## config.mk

```make
export PLATFORM = sky130hd
export DESIGN_NAME = ssdb_core
export DESIGN_NICKNAME = d
export VERILOG_FILES = /design/src/hdl/ssdb_pkg.sv /design/src/hdl/ssdb_core.sv
export SDC_FILE = /design/constraint.sdc
export NUM_CORES = 1
export LEC_CHECK = 0
export ABC_AREA = 1
export BUFFER_PORTS_ARGS = -buffer_cell sky130_fd_sc_hd__buf_2
export CORE_MARGIN = 2
export CORE_UTILIZATION = 35
export DETAILED_ROUTE_END_ITERATION = 12
export PLACE_DENSITY = 0.65
export SYNTH_ARGS = -nofsm -noshare
export SYNTH_HDL_FRONTEND = slang
export SYNTH_SLANG_ARGS = --single-unit
```

## constraint.sdc

```tcl
create_clock -name i_clk -period 1.95 [get_ports i_clk]
set_input_delay 0.195 -clock i_clk [delete_from_list [all_inputs] [get_ports i_clk]]
set_output_delay 0.195 -clock i_clk [all_outputs]
set_load 0.01 [all_outputs]
```

## src/hdl/ssdb_pkg.sv

```systemverilog
package ssdb_pkg;

  // Register word indices; byte address is four times the index
  localparam logic [2:0] IDX_STATUS    = 3'h3;
  localparam logic [2:0] IDX_DATA_HIGH = 3'h4;
  localparam logic [2:0] IDX_DATA_LOW  = 3'h5;
  localparam logic [2:0] IDX_IRQ_STAT  = 3'h6;
  localparam logic [2:0] IDX_IRQ_MASK  = 3'h7;

  // Status register bit positions
  localparam int BIT_RX_FULL   = 7;
  localparam int BIT_TX_EMPTY  = 5;
  localparam int BIT_MODE_FLT  = 4;

  // Interrupt status and mask bit positions
  localparam int IRQ_RX_FULL   = 0;
  localparam int IRQ_TX_EMPTY  = 1;
  localparam int IRQ_MODE_FLT  = 2;
  localparam int IRQ_BITS      = 3;

  localparam logic [15:0]         DATA_RESET   = 16'h0000;
  localparam logic [IRQ_BITS-1:0] IRQ_RESET    = 3'h0;
  localparam logic [31:0]         UNMAPPED_VAL = 32'h0000_0000;

  // Configuration from the neighbouring control registers
  typedef struct packed {
    logic master;           // unit is master
    logic fault_detect_en;  // fault_detect_enable
    logic width_16;         // transfer_width_select, 1 = 16-bit
  } ssdb_cfg_t;

  // Receive shift register hand-off
  typedef struct packed {
    logic        done;      // one-cycle pulse: a word finished receiving
    logic [15:0] word;
  } ssdb_rx_t;

endpackage : ssdb_pkg

```

## src/hdl/ssdb_core.sv

```systemverilog
`timescale 1ns/1ps
// Contract
// - Status at offset three, read-only, writes ignored
// - Receive-full bit 7 set on data move
// - Transmit-empty bit 5 tracks empty transmit register
// - Mode fault bit 4 on select low
// - Status read then control one write clears fault
// - 8-bit: status read then low read clears
// - High byte reads never touch receive-full
// - Only armed low write clears transmit-empty
// - Data writes ignored while transmit not empty
// - Low-only write leaves high byte undefined
// - Queued word offered to shifter immediately
// - Word done, flag clear: copy, set flag
// - Second word held while flag set
// - Service before third start moves held word
// - Service after third start discards held word
// - Mode fault raises interrupt when enabled
module ssdb_core (
  input  wire logic               i_clk,
  input  wire logic               i_rst_n,
  // Classic Wishbone slave
  input  wire logic               i_wb_cyc,
  input  wire logic               i_wb_stb,
  input  wire logic               i_wb_we,
  input  wire logic [7:0]         i_wb_adr,
  input  wire logic [3:0]         i_wb_sel,
  input  wire logic [31:0]        i_wb_dat,
  output logic      [31:0]        o_wb_dat,
  output logic                    o_wb_ack,
  // Neighbouring control logic
  input  wire ssdb_pkg::ssdb_cfg_t i_cfg,
  input  wire logic               i_ctrl1_wr,
  input  wire logic               i_ss_n,
  // Shift register hand-off
  input  wire ssdb_pkg::ssdb_rx_t i_rx,
  input  wire logic               i_xfer_start,
  input  wire logic               i_tx_take,
  output logic                    o_tx_valid,
  output logic      [15:0]        o_tx_word,
  output logic                    o_mode_fault,
  output logic                    o_irq
);

  // Register select shared by the access strobes and the read mux
  function automatic logic reg_is(input logic [2:0] at, input logic [2:0] which);
    reg_is = (at == which);
  endfunction : reg_is

  // Bus decode
  logic        ack_r;
  logic [31:0] rdat_r;
  wire         bus_req;
  wire  [2:0]  idx;
  wire         word_hit;
  wire         lane0;
  wire         rd;
  wire         wr;
  wire         rd_status;
  wire         rd_low;
  wire         wr_high;
  wire         wr_low;
  wire         wr_istat;
  wire         wr_imask;

  // A strobe still high in the ack cycle is not a second request
  assign bus_req   = i_wb_cyc & i_wb_stb & ~ack_r;
  assign idx       = i_wb_adr[4:2];
  assign word_hit  = (i_wb_adr[7:5] == 3'h0) & (i_wb_adr[1:0] == 2'h0);
  assign lane0     = i_wb_sel[0];
  assign rd        = bus_req & ~i_wb_we & word_hit;
  assign wr        = bus_req & i_wb_we & word_hit & lane0;
  assign rd_status = rd & reg_is(idx, ssdb_pkg::IDX_STATUS);
  assign rd_low    = rd & reg_is(idx, ssdb_pkg::IDX_DATA_LOW);
  assign wr_high   = wr & reg_is(idx, ssdb_pkg::IDX_DATA_HIGH);
  assign wr_low    = wr & reg_is(idx, ssdb_pkg::IDX_DATA_LOW);
  assign wr_istat  = wr & reg_is(idx, ssdb_pkg::IDX_IRQ_STAT);
  assign wr_imask  = wr & reg_is(idx, ssdb_pkg::IDX_IRQ_MASK);

  // Flags and data
  logic        rx_full_r;
  logic        rx_full_nxt;
  logic        tx_empty_r;
  logic        tx_empty_nxt;
  logic        tx_valid_r;
  logic        fault_r;
  logic        fault_nxt;
  logic        rx_arm_r;
  logic        rx_arm_nxt;
  logic        tx_arm_r;
  logic        tx_arm_nxt;
  logic        flt_arm_r;
  logic        flt_arm_nxt;
  logic [15:0] rx_data_r;
  logic [15:0] rx_data_nxt;
  logic [15:0] held_r;
  logic [15:0] held_nxt;
  logic        held_vld_r;
  logic        held_vld_nxt;
  logic [15:0] tx_word_r;
  logic [15:0] tx_word_nxt;
  logic        irq_r;
  logic [ssdb_pkg::IRQ_BITS-1:0] istat_r;
  logic [ssdb_pkg::IRQ_BITS-1:0] istat_nxt;
  logic [ssdb_pkg::IRQ_BITS-1:0] imask_r;

  // Slave select is a pin: two flops before any logic reads it
  logic       ss_meta_r;
  logic       ss_sync_r;
  logic       ss_prev_r;
  wire        ss_fall;
  wire        fault_set;
  wire  [7:0] status_val;

  assign ss_fall    = ss_prev_r & ~ss_sync_r;
  assign fault_set  = ss_fall & i_cfg.master & i_cfg.fault_detect_en;
  assign status_val = {rx_full_r, 1'b0, tx_empty_r, fault_r, 4'h0};

  // Low-byte read after a qualifying status read services receive-full
  wire rx_service = rd_low & rx_arm_r;
  // Low-byte write after a qualifying status read queues the word
  wire tx_commit  = wr_low & tx_arm_r & tx_empty_r;

  always_comb begin
    rx_full_nxt  = rx_full_r;
    rx_data_nxt  = rx_data_r;
    held_nxt     = held_r;
    held_vld_nxt = held_vld_r;
    rx_arm_nxt   = rx_arm_r;
    if (rd_status && rx_full_r) begin
      rx_arm_nxt = 1'b1;
    end
    // A new transfer start invalidates a held second word
    if (i_xfer_start) begin
      held_vld_nxt = 1'b0;
    end
    if (rx_service) begin
      rx_arm_nxt = 1'b0;
      if (held_vld_r && !i_xfer_start) begin
        rx_data_nxt = held_r;
        held_vld_nxt = 1'b0;
      end else begin
        rx_full_nxt = 1'b0;
      end
    end
    // A word arriving in the clearing cycle is not lost
    if (i_rx.done) begin
      if (!rx_full_nxt) begin
        rx_data_nxt = i_rx.word;
        rx_full_nxt = 1'b1;
      end else begin
        held_nxt     = i_rx.word;
        held_vld_nxt = 1'b1;
      end
    end
  end

  always_comb begin
    tx_empty_nxt = tx_empty_r;
    tx_word_nxt  = tx_word_r;
    tx_arm_nxt   = tx_arm_r;
    if (rd_status && tx_empty_r) begin
      tx_arm_nxt = 1'b1;
    end
    // High byte loads only while empty and never moves the flag
    if (wr_high && tx_empty_r) begin
      tx_word_nxt[15:8] = i_wb_dat[7:0];
    end
    if (wr_low && tx_empty_r) begin
      tx_word_nxt[7:0] = i_wb_dat[7:0];
    end
    // In 8-bit width only the low byte is shifted; a stale high byte is not passed on
    if (tx_commit && !i_cfg.width_16) begin
      tx_word_nxt[15:8] = 8'h00;
    end
    if (tx_commit) begin
      tx_empty_nxt = 1'b0;
      tx_arm_nxt   = 1'b0;
    end
    // Take only comes while a word is queued, so it never meets a commit
    if (i_tx_take) begin
      tx_empty_nxt = 1'b1;
    end
  end

  always_comb begin
    fault_nxt   = fault_r;
    flt_arm_nxt = flt_arm_r;
    if (rd_status && fault_r) begin
      flt_arm_nxt = 1'b1;
    end
    if (i_ctrl1_wr && flt_arm_r) begin
      fault_nxt   = 1'b0;
      flt_arm_nxt = 1'b0;
    end
    if (fault_set)
      fault_nxt = 1'b1;
  end

  // Sticky interrupt events; set wins over write-one-to-clear
  wire [ssdb_pkg::IRQ_BITS-1:0] irq_evt = {fault_nxt & ~fault_r,
                                           tx_empty_nxt & ~tx_empty_r,
                                           rx_full_nxt & ~rx_full_r};
  wire [ssdb_pkg::IRQ_BITS-1:0] irq_clr = wr_istat ? i_wb_dat[ssdb_pkg::IRQ_BITS-1:0]
                                                   : ssdb_pkg::IRQ_RESET;
  assign istat_nxt = (istat_r & ~irq_clr) | irq_evt;

  // Status writes fall through to no register at all
  wire [31:0] rd_mux =
      reg_is(idx, ssdb_pkg::IDX_STATUS)    ? {24'h0, status_val} :
      reg_is(idx, ssdb_pkg::IDX_DATA_HIGH) ? {24'h0, rx_data_r[15:8]} :
      reg_is(idx, ssdb_pkg::IDX_DATA_LOW)  ? {24'h0, rx_data_r[7:0]} :
      reg_is(idx, ssdb_pkg::IDX_IRQ_STAT)  ? {29'h0, istat_r} :
      reg_is(idx, ssdb_pkg::IDX_IRQ_MASK)  ? {29'h0, imask_r} :
                                         ssdb_pkg::UNMAPPED_VAL;

  always_ff @(posedge i_clk) begin
    if (!i_rst_n) begin
      ack_r <= 1'b0;
    end else begin
      ack_r <= bus_req;
    end
  end

  always_ff @(posedge i_clk) begin
    if (!i_rst_n) begin
      rdat_r <= ssdb_pkg::UNMAPPED_VAL;
    end else begin
      rdat_r <= rd ? rd_mux : ssdb_pkg::UNMAPPED_VAL;
    end
  end

  // Reset to the idle high level so no false select edge follows reset
  always_ff @(posedge i_clk) begin
    if (!i_rst_n) begin
      ss_meta_r <= 1'b1;
    end else begin
      ss_meta_r <= i_ss_n;
    end
  end

  always_ff @(posedge i_clk) begin
    if (!i_rst_n) begin
      ss_sync_r <= 1'b1;
    end else begin
      ss_sync_r <= ss_meta_r;
    end
  end

  always_ff @(posedge i_clk) begin
    if (!i_rst_n) begin
      ss_prev_r <= 1'b1;
    end else begin
      ss_prev_r <= ss_sync_r;
    end
  end

  always_ff @(posedge i_clk) begin
    if (!i_rst_n) begin
      rx_full_r <= 1'b0;
    end else begin
      rx_full_r <= rx_full_nxt;
    end
  end

  always_ff @(posedge i_clk) begin
    if (!i_rst_n) begin
      rx_arm_r <= 1'b0;
    end else begin
      rx_arm_r <= rx_arm_nxt;
    end
  end

  always_ff @(posedge i_clk) begin
    if (!i_rst_n) begin
      rx_data_r <= ssdb_pkg::DATA_RESET;
    end else begin
      rx_data_r <= rx_data_nxt;
    end
  end

  always_ff @(posedge i_clk) begin
    if (!i_rst_n) begin
      held_r <= ssdb_pkg::DATA_RESET;
    end else begin
      held_r <= held_nxt;
    end
  end

  always_ff @(posedge i_clk) begin
    if (!i_rst_n) begin
      held_vld_r <= 1'b0;
    end else begin
      held_vld_r <= held_vld_nxt;
    end
  end

  always_ff @(posedge i_clk) begin
    if (!i_rst_n) begin
      tx_empty_r <= 1'b1;
    end else begin
      tx_empty_r <= tx_empty_nxt;
    end
  end

  // Own flop so the shifter sees a registered valid, not an inverter
  always_ff @(posedge i_clk) begin
    if (!i_rst_n) begin
      tx_valid_r <= 1'b0;
    end else begin
      tx_valid_r <= ~tx_empty_nxt;
    end
  end

  always_ff @(posedge i_clk) begin
    if (!i_rst_n) begin
      tx_arm_r <= 1'b0;
    end else begin
      tx_arm_r <= tx_arm_nxt;
    end
  end

  always_ff @(posedge i_clk) begin
    if (!i_rst_n) begin
      tx_word_r <= ssdb_pkg::DATA_RESET;
    end else begin
      tx_word_r <= tx_word_nxt;
    end
  end

  always_ff @(posedge i_clk) begin
    if (!i_rst_n) begin
      fault_r <= 1'b0;
    end else begin
      fault_r <= fault_nxt;
    end
  end

  always_ff @(posedge i_clk) begin
    if (!i_rst_n) begin
      flt_arm_r <= 1'b0;
    end else begin
      flt_arm_r <= flt_arm_nxt;
    end
  end

  always_ff @(posedge i_clk) begin
    if (!i_rst_n) begin
      istat_r <= ssdb_pkg::IRQ_RESET;
    end else begin
      istat_r <= istat_nxt;
    end
  end

  always_ff @(posedge i_clk) begin
    if (!i_rst_n) begin
      imask_r <= ssdb_pkg::IRQ_RESET;
    end else if (wr_imask) begin
      imask_r <= i_wb_dat[ssdb_pkg::IRQ_BITS-1:0];
    end
  end

  always_ff @(posedge i_clk) begin
    if (!i_rst_n) begin
      irq_r <= 1'b0;
    end else begin
      irq_r <= |(istat_nxt & imask_r);
    end
  end

  assign o_wb_ack     = ack_r;
  assign o_wb_dat     = rdat_r;
  assign o_tx_valid   = tx_valid_r;
  assign o_tx_word    = tx_word_r;
  assign o_mode_fault = fault_r;
  assign o_irq        = irq_r;

endmodule : ssdb_core

```

Yosys cells after proc, flatten, opt, wreduce, memory -nomap -nowiden --
Index checks and enable logic that the tools add are counted. W data, S select, Z words.
Word-level totals: bits in registers 99, bits of input ports 73, output and inout port bits 52
Cells by class: equal/unequal tests 5, mux-type cells 22, bitwise gates (word level) 36, reduce and logical (&&, ||, !) cells 21
Operators with widths (count):
- $mux W16 | 4
- $mux W8 | 3
- $and A1 B1 Y1 | 23
- $eq A3 B3 Y1 const B | 4
- $mux W1 | 12
- $mux W3 | 3
- $not A1 Y1 | 9
- $logic_and A1 B1 Y1 | 8
- $reduce_or A2 Y1 | 4
- $and A3 B3 Y3 | 2
- $reduce_or A3 Y1 | 2
- $reduce_or A6 Y1 | 1
- $reduce_and A2 Y1 | 2
- $eq A3 B2 Y1 const B | 1
- $logic_not A3 Y1 | 1
- $not A3 Y3 | 1
- $or A3 B3 Y3 | 1
- $logic_not A1 Y1 | 2
- $logic_not A2 Y1 | 1

Logic depth before layout (Yosys ltp) --
Gate-level depths: netlist of run 1.
depth in word-level cells 14, mapped depth 11, gate-level depth less buffers 10

Worst setup path before layout of run 1 --
No wires, ideal clock.
path kind register to register, from reg ack_r (netlist: o_wb_ack), to reg tx_word_r[10] (netlist: o_tx_word[10]), library setup time 0.124 ns, data arrival time 1.410 ns, path slack 0.415 ns, cell stages (with the launch flop) 9, path buffers 0, period minus slack after synthesis 1.535 ns, cells stage by stage dfxtp_1 inv_1 nand3_1 nor2_1 nand2_1 nor3_4 nand2_1 o21ai_2 nor2_1
Between the ends: longest elaborated chain between the ends 10
RTL lines:
- start, declared | line ssdb_core.sv:51 | logic ack_r;
- start signal, assigned | line ssdb_core.sv:221 | ack_r <= bus_req;
- $not A1 Y1 * | line ssdb_core.sv:67 | assign bus_req = i_wb_cyc & i_wb_stb & ~ack_r;
- $and A1 B1 Y1 * | line ssdb_core.sv:67
- $and A1 B1 Y1 * (3 in series) | line ssdb_core.sv:72 | assign wr = bus_req & i_wb_we & word_hit & lane0;
- $and A1 B1 Y1 | line ssdb_core.sv:76 | assign wr_low = wr & reg_is(idx, ssdb_pkg::IDX_DATA_LOW);
- $and A1 B1 Y1 (2 in series) | line ssdb_core.sv:122 | wire tx_commit = wr_low & tx_arm_r & tx_empty_r;
- $logic_and A1 B1 Y1 | line ssdb_core.sv:173 | if (tx_commit && !i_cfg.width_16) begin
- $reduce_or A2 Y1 (no source line)
- end signal, assigned | line ssdb_core.sv:325 | tx_word_r <= ssdb_pkg::DATA_RESET;
- end signal, assigned | line ssdb_core.sv:327 | tx_word_r <= tx_word_nxt;
- end, declared | line ssdb_core.sv:100 | logic [15:0] tx_word_r;
Every way passes the cells marked *; elsewhere a longest branch is shown, timed or not. A chain may end at the register's enable or synchronous reset.

Final worst setup path of run 1 --
from reg ack_r (netlist: o_wb_ack), to reg tx_word_r[8] (netlist: o_tx_word[8])
The elaborated chain is that of the path after synthesis.

==> results.json, run 1 <==
{
  "drcViolationCount": 0,
  "grt_pass1_wl_um": 13500,
  "layout.nets": 663,
  "peakVddDrop_uv": 322,
  "reg2reg_to": "o_tx_word[8]",
  "start_util_pct": 36.1,
  "routed_wirelength_um": 8400,
  "total_power_mw": 2.93,
  "min_period_over_period_pct": 88.5,
  "num_rows": 36,
  "grt_pass1_vias": 2867,
  "syn-instance-count": 514,
  "die_y_um": 104,
  "cp.arrival_ns": 2.01,
  "top_usage_layer": "met2",
  "cts_made_buffers": 9,
  "track_usage_pct": 15.5,
  "fillers": 1062,
  "final_common_cell": "nand2_1",
  "cts_buffer_depth": 2,
  "ys_warn_count": 0,
  "vias": 3258,
  "synthToLayoutAreaGrowth_pct": 16.8,
  "drtIter0Drc": 178,
  "cts_sinks": 75,
  "skew_ns": 0.0104,
  "dieArea_um2": 10900,
  "netlist_area_um2": 3530,
  "dr.pass1.iters": 4,
  "synth-seq-area-share_pct": 42.6,
  "ant_nets": 0,
  "synth_cell_types": 32,
  "layout_setup_ws_ns": 0.225,
  "grt_antenna_before_repair": 1,
  "syn_avg_cell_area_um2": 6.86,
  "ios": 125,
  "cts_tree": "yes",
  "final_cell_mix": "nand2_1, nor2_1, dfxtp_1",
  "worst_hold_path_type": "primary input to flop",
  "startpoint_type": "flop",
  "worst_setup_path_end_kind": "flop",
  "drt-vias-per-instance": 4.48,
  "grtUsageMet1_pct": 19.9,
  "cp_max_fo": 16,
  "fin_tns_setup_ns": 0,
  "r2r_slack_ns": 0.23,
  "use_met2_pct": 24.3,
  "drv_slew": 0,
  "fin_util_pct": 42.1,
  "dp_hpwl_um": 6270,
  "cts_resized": 0,
  "antenna_cells": 0,
  "whs_endpoint": "ss_meta_r",
  "path_delay_family": "simple AND/OR/NAND/NOR gates",
  "power_density_nw_per_um2": 711,
  "crit_top_cell": "inv_1",
  "overflow": 0,
  "whs_path_depth": 2,
  "clkTransAtPathRegs_ns": 0.08,
  "finalSetupViolCount": 0,
  "cts_hold_buffers": 0,
  "hp-start": "i_ss_n",
  "port_buffers": 73,
  "postCtsSetupBuffers": 0,
  "gp_congestion": 0.830,
  "critPathKind": "flop to flop",
  "crit_path_max_incr_delay_ns": 0.33,
  "rr_worst_depth": 9,
  "power_leakage_nw": 2.10,
  "wl_per_cell_um": 11.5,
  "layout.cells.non_filler": 728,
  "crit_buf_inv": 3,
  "grt_util_met3_pct": 4.45,
  "drv_cap": 0,
  "cp_cell_sequence": "inv_1 > nand3_1 > nor2_1 > nand2_1 > inv_1 > nand3_2 > o21ai_0 > inv_1 > nor2_1",
  "rsz0062_at_grt": "no",
  "final_hold_viol_count": 0,
  "status": "completed",
  "placed_cells": 712,
  "timing.rr.start": "o_wb_ack",
  "max_freq_ghz": 0.580,
  "synth_seq_cells": 75,
  "preCtsSetupSlack_ns": 0.199,
  "finalCriticalPeriod_ns": 1.72,
  "final_layout_size_suffix_gt1_share_pct": 19.0,
  "slowest_stage": "dfxtp_1",
  "required_ns": 2.23,
  "die_x_um": 104,
  "root_buffer": "clkbuf_8",
  "grt_max_degree": 51,
  "clk_latency_ns": 0.35,
  "core_um2": 9770,
  "h-tree-depth": 3
}
-- synth_stat cells --
master    number  area, um^2
a21oi_1       23         115
a221oi_1       3        26.3
a22oi_1        1        7.51
buf_2          9        45.0
buf_4         27         203
buf_6          1        11.3
clkbuf_1       6        22.5
conb_1         1        3.75
dfxtp_1       75        1500
inv_1         66         248
inv_2          2        7.51
nand2_1      130         488
nand2_2        2        12.5
nand2_4        2        22.5
nand3_1       11        55.1
nand3_2        2        20.0
nand3b_1       3        22.5
nand3b_2       1        11.3
nand4_1       18         113
nor2_1        89         334
nor2_2         1        6.26
nor2_4         1        11.3
nor3_1         1        5.00
nor3_4         1        16.3
nor3b_1        1        7.51
o211a_1        2        20.0
o21ai_0       20         100
o21ai_1        7        35.0
o21ai_2        1        8.76
o22ai_1        2        12.5
o31ai_1        2        15.0
or2_2          3        18.8
-- layer usage --
| layer | share of wire, % | up-vias | wire, um |
|---|---|---|---|
| li1 | - | 1703 | - |
| met1 | 47 | 1471 | 3930 |
| met2 | 46 | 73 | 3880 |
| met3 | 5.7 | 9 | 481 |
| met4 | 1.2 | 2 | 99 |
| met5 | 0.13 | - | 11 |
-- per-stage QoR --
step / hold WS, ns / area (um^2)
finish: 0.0362 / 4120
global route: 0.0296 / 4120
CTS: 0.0214 / 4120
detailed placement: 0.391 / 3970
global placement: 0.389 / 3970
floorplan: 0.302 / 3610
-- area by class of cell --
type | instances | area [um^2] | area share [%]
Inverter | 68 | 255 | 6.20
Clock buffer | 13 | 139 | 3.37
Multi-Input combinational cell | 351 | 1570 | 38.2
Tap cell | 133 | 166 | 4.04
Timing Repair Buffer | 85 | 468 | 11.4
Sequential cell | 75 | 1500 | 36.5
Clock inverter | 3 | 15.0 | 0.365
-- worst max-delay path by stage --
| stage | from | slack, ns | depth (start not counted) | to |
|---|---|---|---|---|
| 2_1_floorplan | o_wb_ack | 0.42 | 8 | o_tx_word[10] |
| 4_1_cts | o_wb_ack | 0.20 | 9 | o_tx_word[8] |
| 3_5_place_dp | i_wb_adr[7] | 0.20 | 10 | held_r[2] |
| 3_3_place_gp | i_wb_adr[4] | 0.24 | 11 | held_r[0] |
| 6_report | o_wb_ack | 0.23 | 9 | o_tx_word[8] |
| 5_1_grt | o_wb_ack | 0.007 | 9 | o_tx_word[14] |
-- flip-flops by register name, summed over array words and instances, names as in the netlist --
register	cells
held_r	16
o_tx_word	16
rx_data_r	16
o_wb_dat	8
imask_r	3
istat_r	3
flt_arm_r	1
held_vld_r	1
o_irq	1
o_mode_fault	1
o_tx_valid	1
o_wb_ack	1
rx_arm_r	1
rx_full_r	1
ss_meta_r	1
ss_prev_r	1
ss_sync_r	1
tx_arm_r	1
tx_empty_r	1
-- cell families (layout without fill, tap and decap cells) --
family                 count (synthesis)  in the layout  share of synthesized area, %
and+or+nand+nor                      266            266                          32.4
buffers and inverters                111            169                          15.2
DFF                                   75             75                          42.6
AOI/OAI and AO/OA                     61             61                          9.65
other                                  1             24                         0.106
-- report_power, final --
group	switching, mW	internal [mW]
registers	0.0256	1.59
logic	0.209	0.115
clock network	0.535	0.458
Note: power is estimated with default switching activity, not from simulation.
==> inputs of run 2 (changes only) <==
--- a/config.mk
+++ b/config.mk
@@ -8,9 +8,9 @@
 export ABC_AREA = 1
 export BUFFER_PORTS_ARGS = -buffer_cell sky130_fd_sc_hd__buf_2
 export CORE_MARGIN = 2
-export CORE_UTILIZATION = 35
+export CORE_UTILIZATION = 40
 export DETAILED_ROUTE_END_ITERATION = 12
-export PLACE_DENSITY = 0.65
+export PLACE_DENSITY = 0.67
 export SYNTH_ARGS = -nofsm -noshare
 export SYNTH_HDL_FRONTEND = slang
 export SYNTH_SLANG_ARGS = --single-unit
==> run 2 against run 1 <==
Critical path depth unchanged. Via count down 0.74%. Clock power up 36%. Largest cell class unchanged. Core utilization up 5.8 points. Clock skew down 0.0026 ns. Sequential share of layout area down 0.20 points. Routed wire length down 2.2%. Global-route usage up 1.5 points. Worst setup slack better by 0.092 ns. Die area down 12%.
==> results.json, run 2 (synthesis gave the netlist of run 1 again) <==
{
  "track_usage_pct": 17.0,
  "cts_tree": "yes",
  "required_ns": 2.23,
  "grt_pass1_wl_um": 13200,
  "ios": 125,
  "port_buffers": 73,
  "whs_endpoint": "ss_meta_r",
  "overflow": 0,
  "cp.arrival_ns": 1.91,
  "placed_cells": 686,
  "peakVddDrop_uv": 323,
  "ant_nets": 0,
  "layout.cells.non_filler": 702,
  "drt-vias-per-instance": 4.61,
  "status": "completed",
  "hp-start": "i_ss_n",
  "reg2reg_to": "o_tx_word[8]",
  "whs_path_depth": 2,
  "core_um2": 8640,
  "gp_congestion": 0.847,
  "clk_latency_ns": 0.34,
  "cts_hold_buffers": 0,
  "preCtsSetupSlack_ns": 0.179,
  "cts_resized": 0,
  "timing.rr.start": "o_wb_ack",
  "fin_tns_setup_ns": 0,
  "postCtsSetupBuffers": 0,
  "critPathKind": "flop to flop",
  "root_buffer": "clkbuf_8",
  "cts_sinks": 75,
  "skew_ns": 0.00783,
  "num_rows": 34,
  "die_x_um": 97.9,
  "finalCriticalPeriod_ns": 1.63,
  "final_hold_viol_count": 0,
  "final_common_cell": "nand2_1",
  "die_y_um": 97.9,
  "startpoint_type": "flop",
  "worst_setup_path_end_kind": "flop",
  "finalSetupViolCount": 0,
  "rr_worst_depth": 9,
  "dieArea_um2": 9580,
  "max_freq_ghz": 0.612,
  "clkTransAtPathRegs_ns": 0.08,
  "maxSlewHeadroom_pct": 63.5,
  "power_density_nw_per_um2": 793,
  "antenna_cells": 0,
  "drv_slew": 0,
  "drtIter0Drc": 152,
  "drv_cap": 0,
  "r2r_slack_ns": 0.32,
  "power_leakage_nw": 2.12,
  "fillers": 861,
  "start_util_pct": 40.8,
  "tightest_slew_ns": 0.545,
  "drcViolationCount": 0,
  "layout.nets": 662,
  "grt_antenna_before_repair": 0,
  "vias": 3234,
  "grt_pass1_vias": 2901,
  "cts_buffer_depth": 2,
  "worst_hold_path_type": "primary input to flop",
  "final_cell_mix": "nand2_1, nor2_1, dfxtp_1",
  "routed_wirelength_um": 8210,
  "final_layout_size_suffix_gt1_share_pct": 19.4,
  "grt_max_degree": 51,
  "h-tree-depth": 3,
  "cp_max_fo": 16,
  "synthToLayoutAreaGrowth_pct": 17.5,
  "cts_made_buffers": 9,
  "layout_setup_ws_ns": 0.317,
  "rsz0062_at_grt": "no",
  "dr.pass1.iters": 5,
  "min_period_over_period_pct": 83.8,
  "wl_per_cell_um": 11.7,
  "dp_hpwl_um": 5900
}
==> run 2: per-layer routing <==
layer	vias to the layer above	GRT usage (%)	part of all wire, %
li1	1703	-	-
met5	-	0	0
met4	0	5.66	0.77
met2	93	27.7	48
met1	1434	21.9	45
met3	4	4.37	6.5
==> run 2: report_power, final <==
group / switching (mW) / leakage (nW) / total, mW / internal [mW]
clock: 0.563 / 0.113 / 1.35 / 0.789
sequential: 0.0251 / 0.612 / 1.61 / 1.59
combinational: 0.209 / 1.39 / 0.322 / 0.113
==> run 2: final cells by class <==
class | instances | area [um^2] | area share [%]
clock buffer | 12 | 155 | 3.75
clock inverter | 4 | 72.6 | 1.75
inverter | 68 | 255 | 6.16
multi-input combinational | 351 | 1570 | 38.0
sequential | 75 | 1500 | 36.3
tap | 108 | 135 | 3.26
timing repair buffer | 84 | 448 | 10.8
==> run 2: worst max-delay path, stage by stage, from the launching register on <==
cell and delay [ns]:
dfxtp_1 0.31, inv_1 0.06, nand3_1 0.12, nor2_1 0.16
nand2_1 0.13, inv_1 0.11, nand3_2 0.27, o21ai_0 0.26
inv_1 0.06, nor2_1 0.08
==> run 2: how the worst max path moves through the flow <==
stage,from,endpoint,slack (ns),cells past startpoint
after global placement,i_wb_adr[4],rx_data_r[4],0.21,11
after detailed placement,i_wb_adr[4],rx_data_r[10],0.18,11
after floorplan,o_wb_ack,o_tx_word[10],0.42,8
after global routing,o_wb_ack,o_tx_word[8],0.03,9
after CTS,o_wb_ack,o_tx_word[8],0.30,9
final,o_wb_ack,o_tx_word[8],0.32,9
==> run 2: through the flow <==
stage,hold slack [ns],total power [mW],instance area (um^2),util [%]
4_1_cts,0.0292,3.31,4140,48.0
5_1_grt,0.0281,3.44,4140,48.0
3_5_place_dp,0.391,1.97,3910,45.3
2_1_floorplan,0.302,1.90,3610,-
6_report,0.0425,3.29,4140,48.0
3_3_place_gp,0.387,1.96,3910,45.3
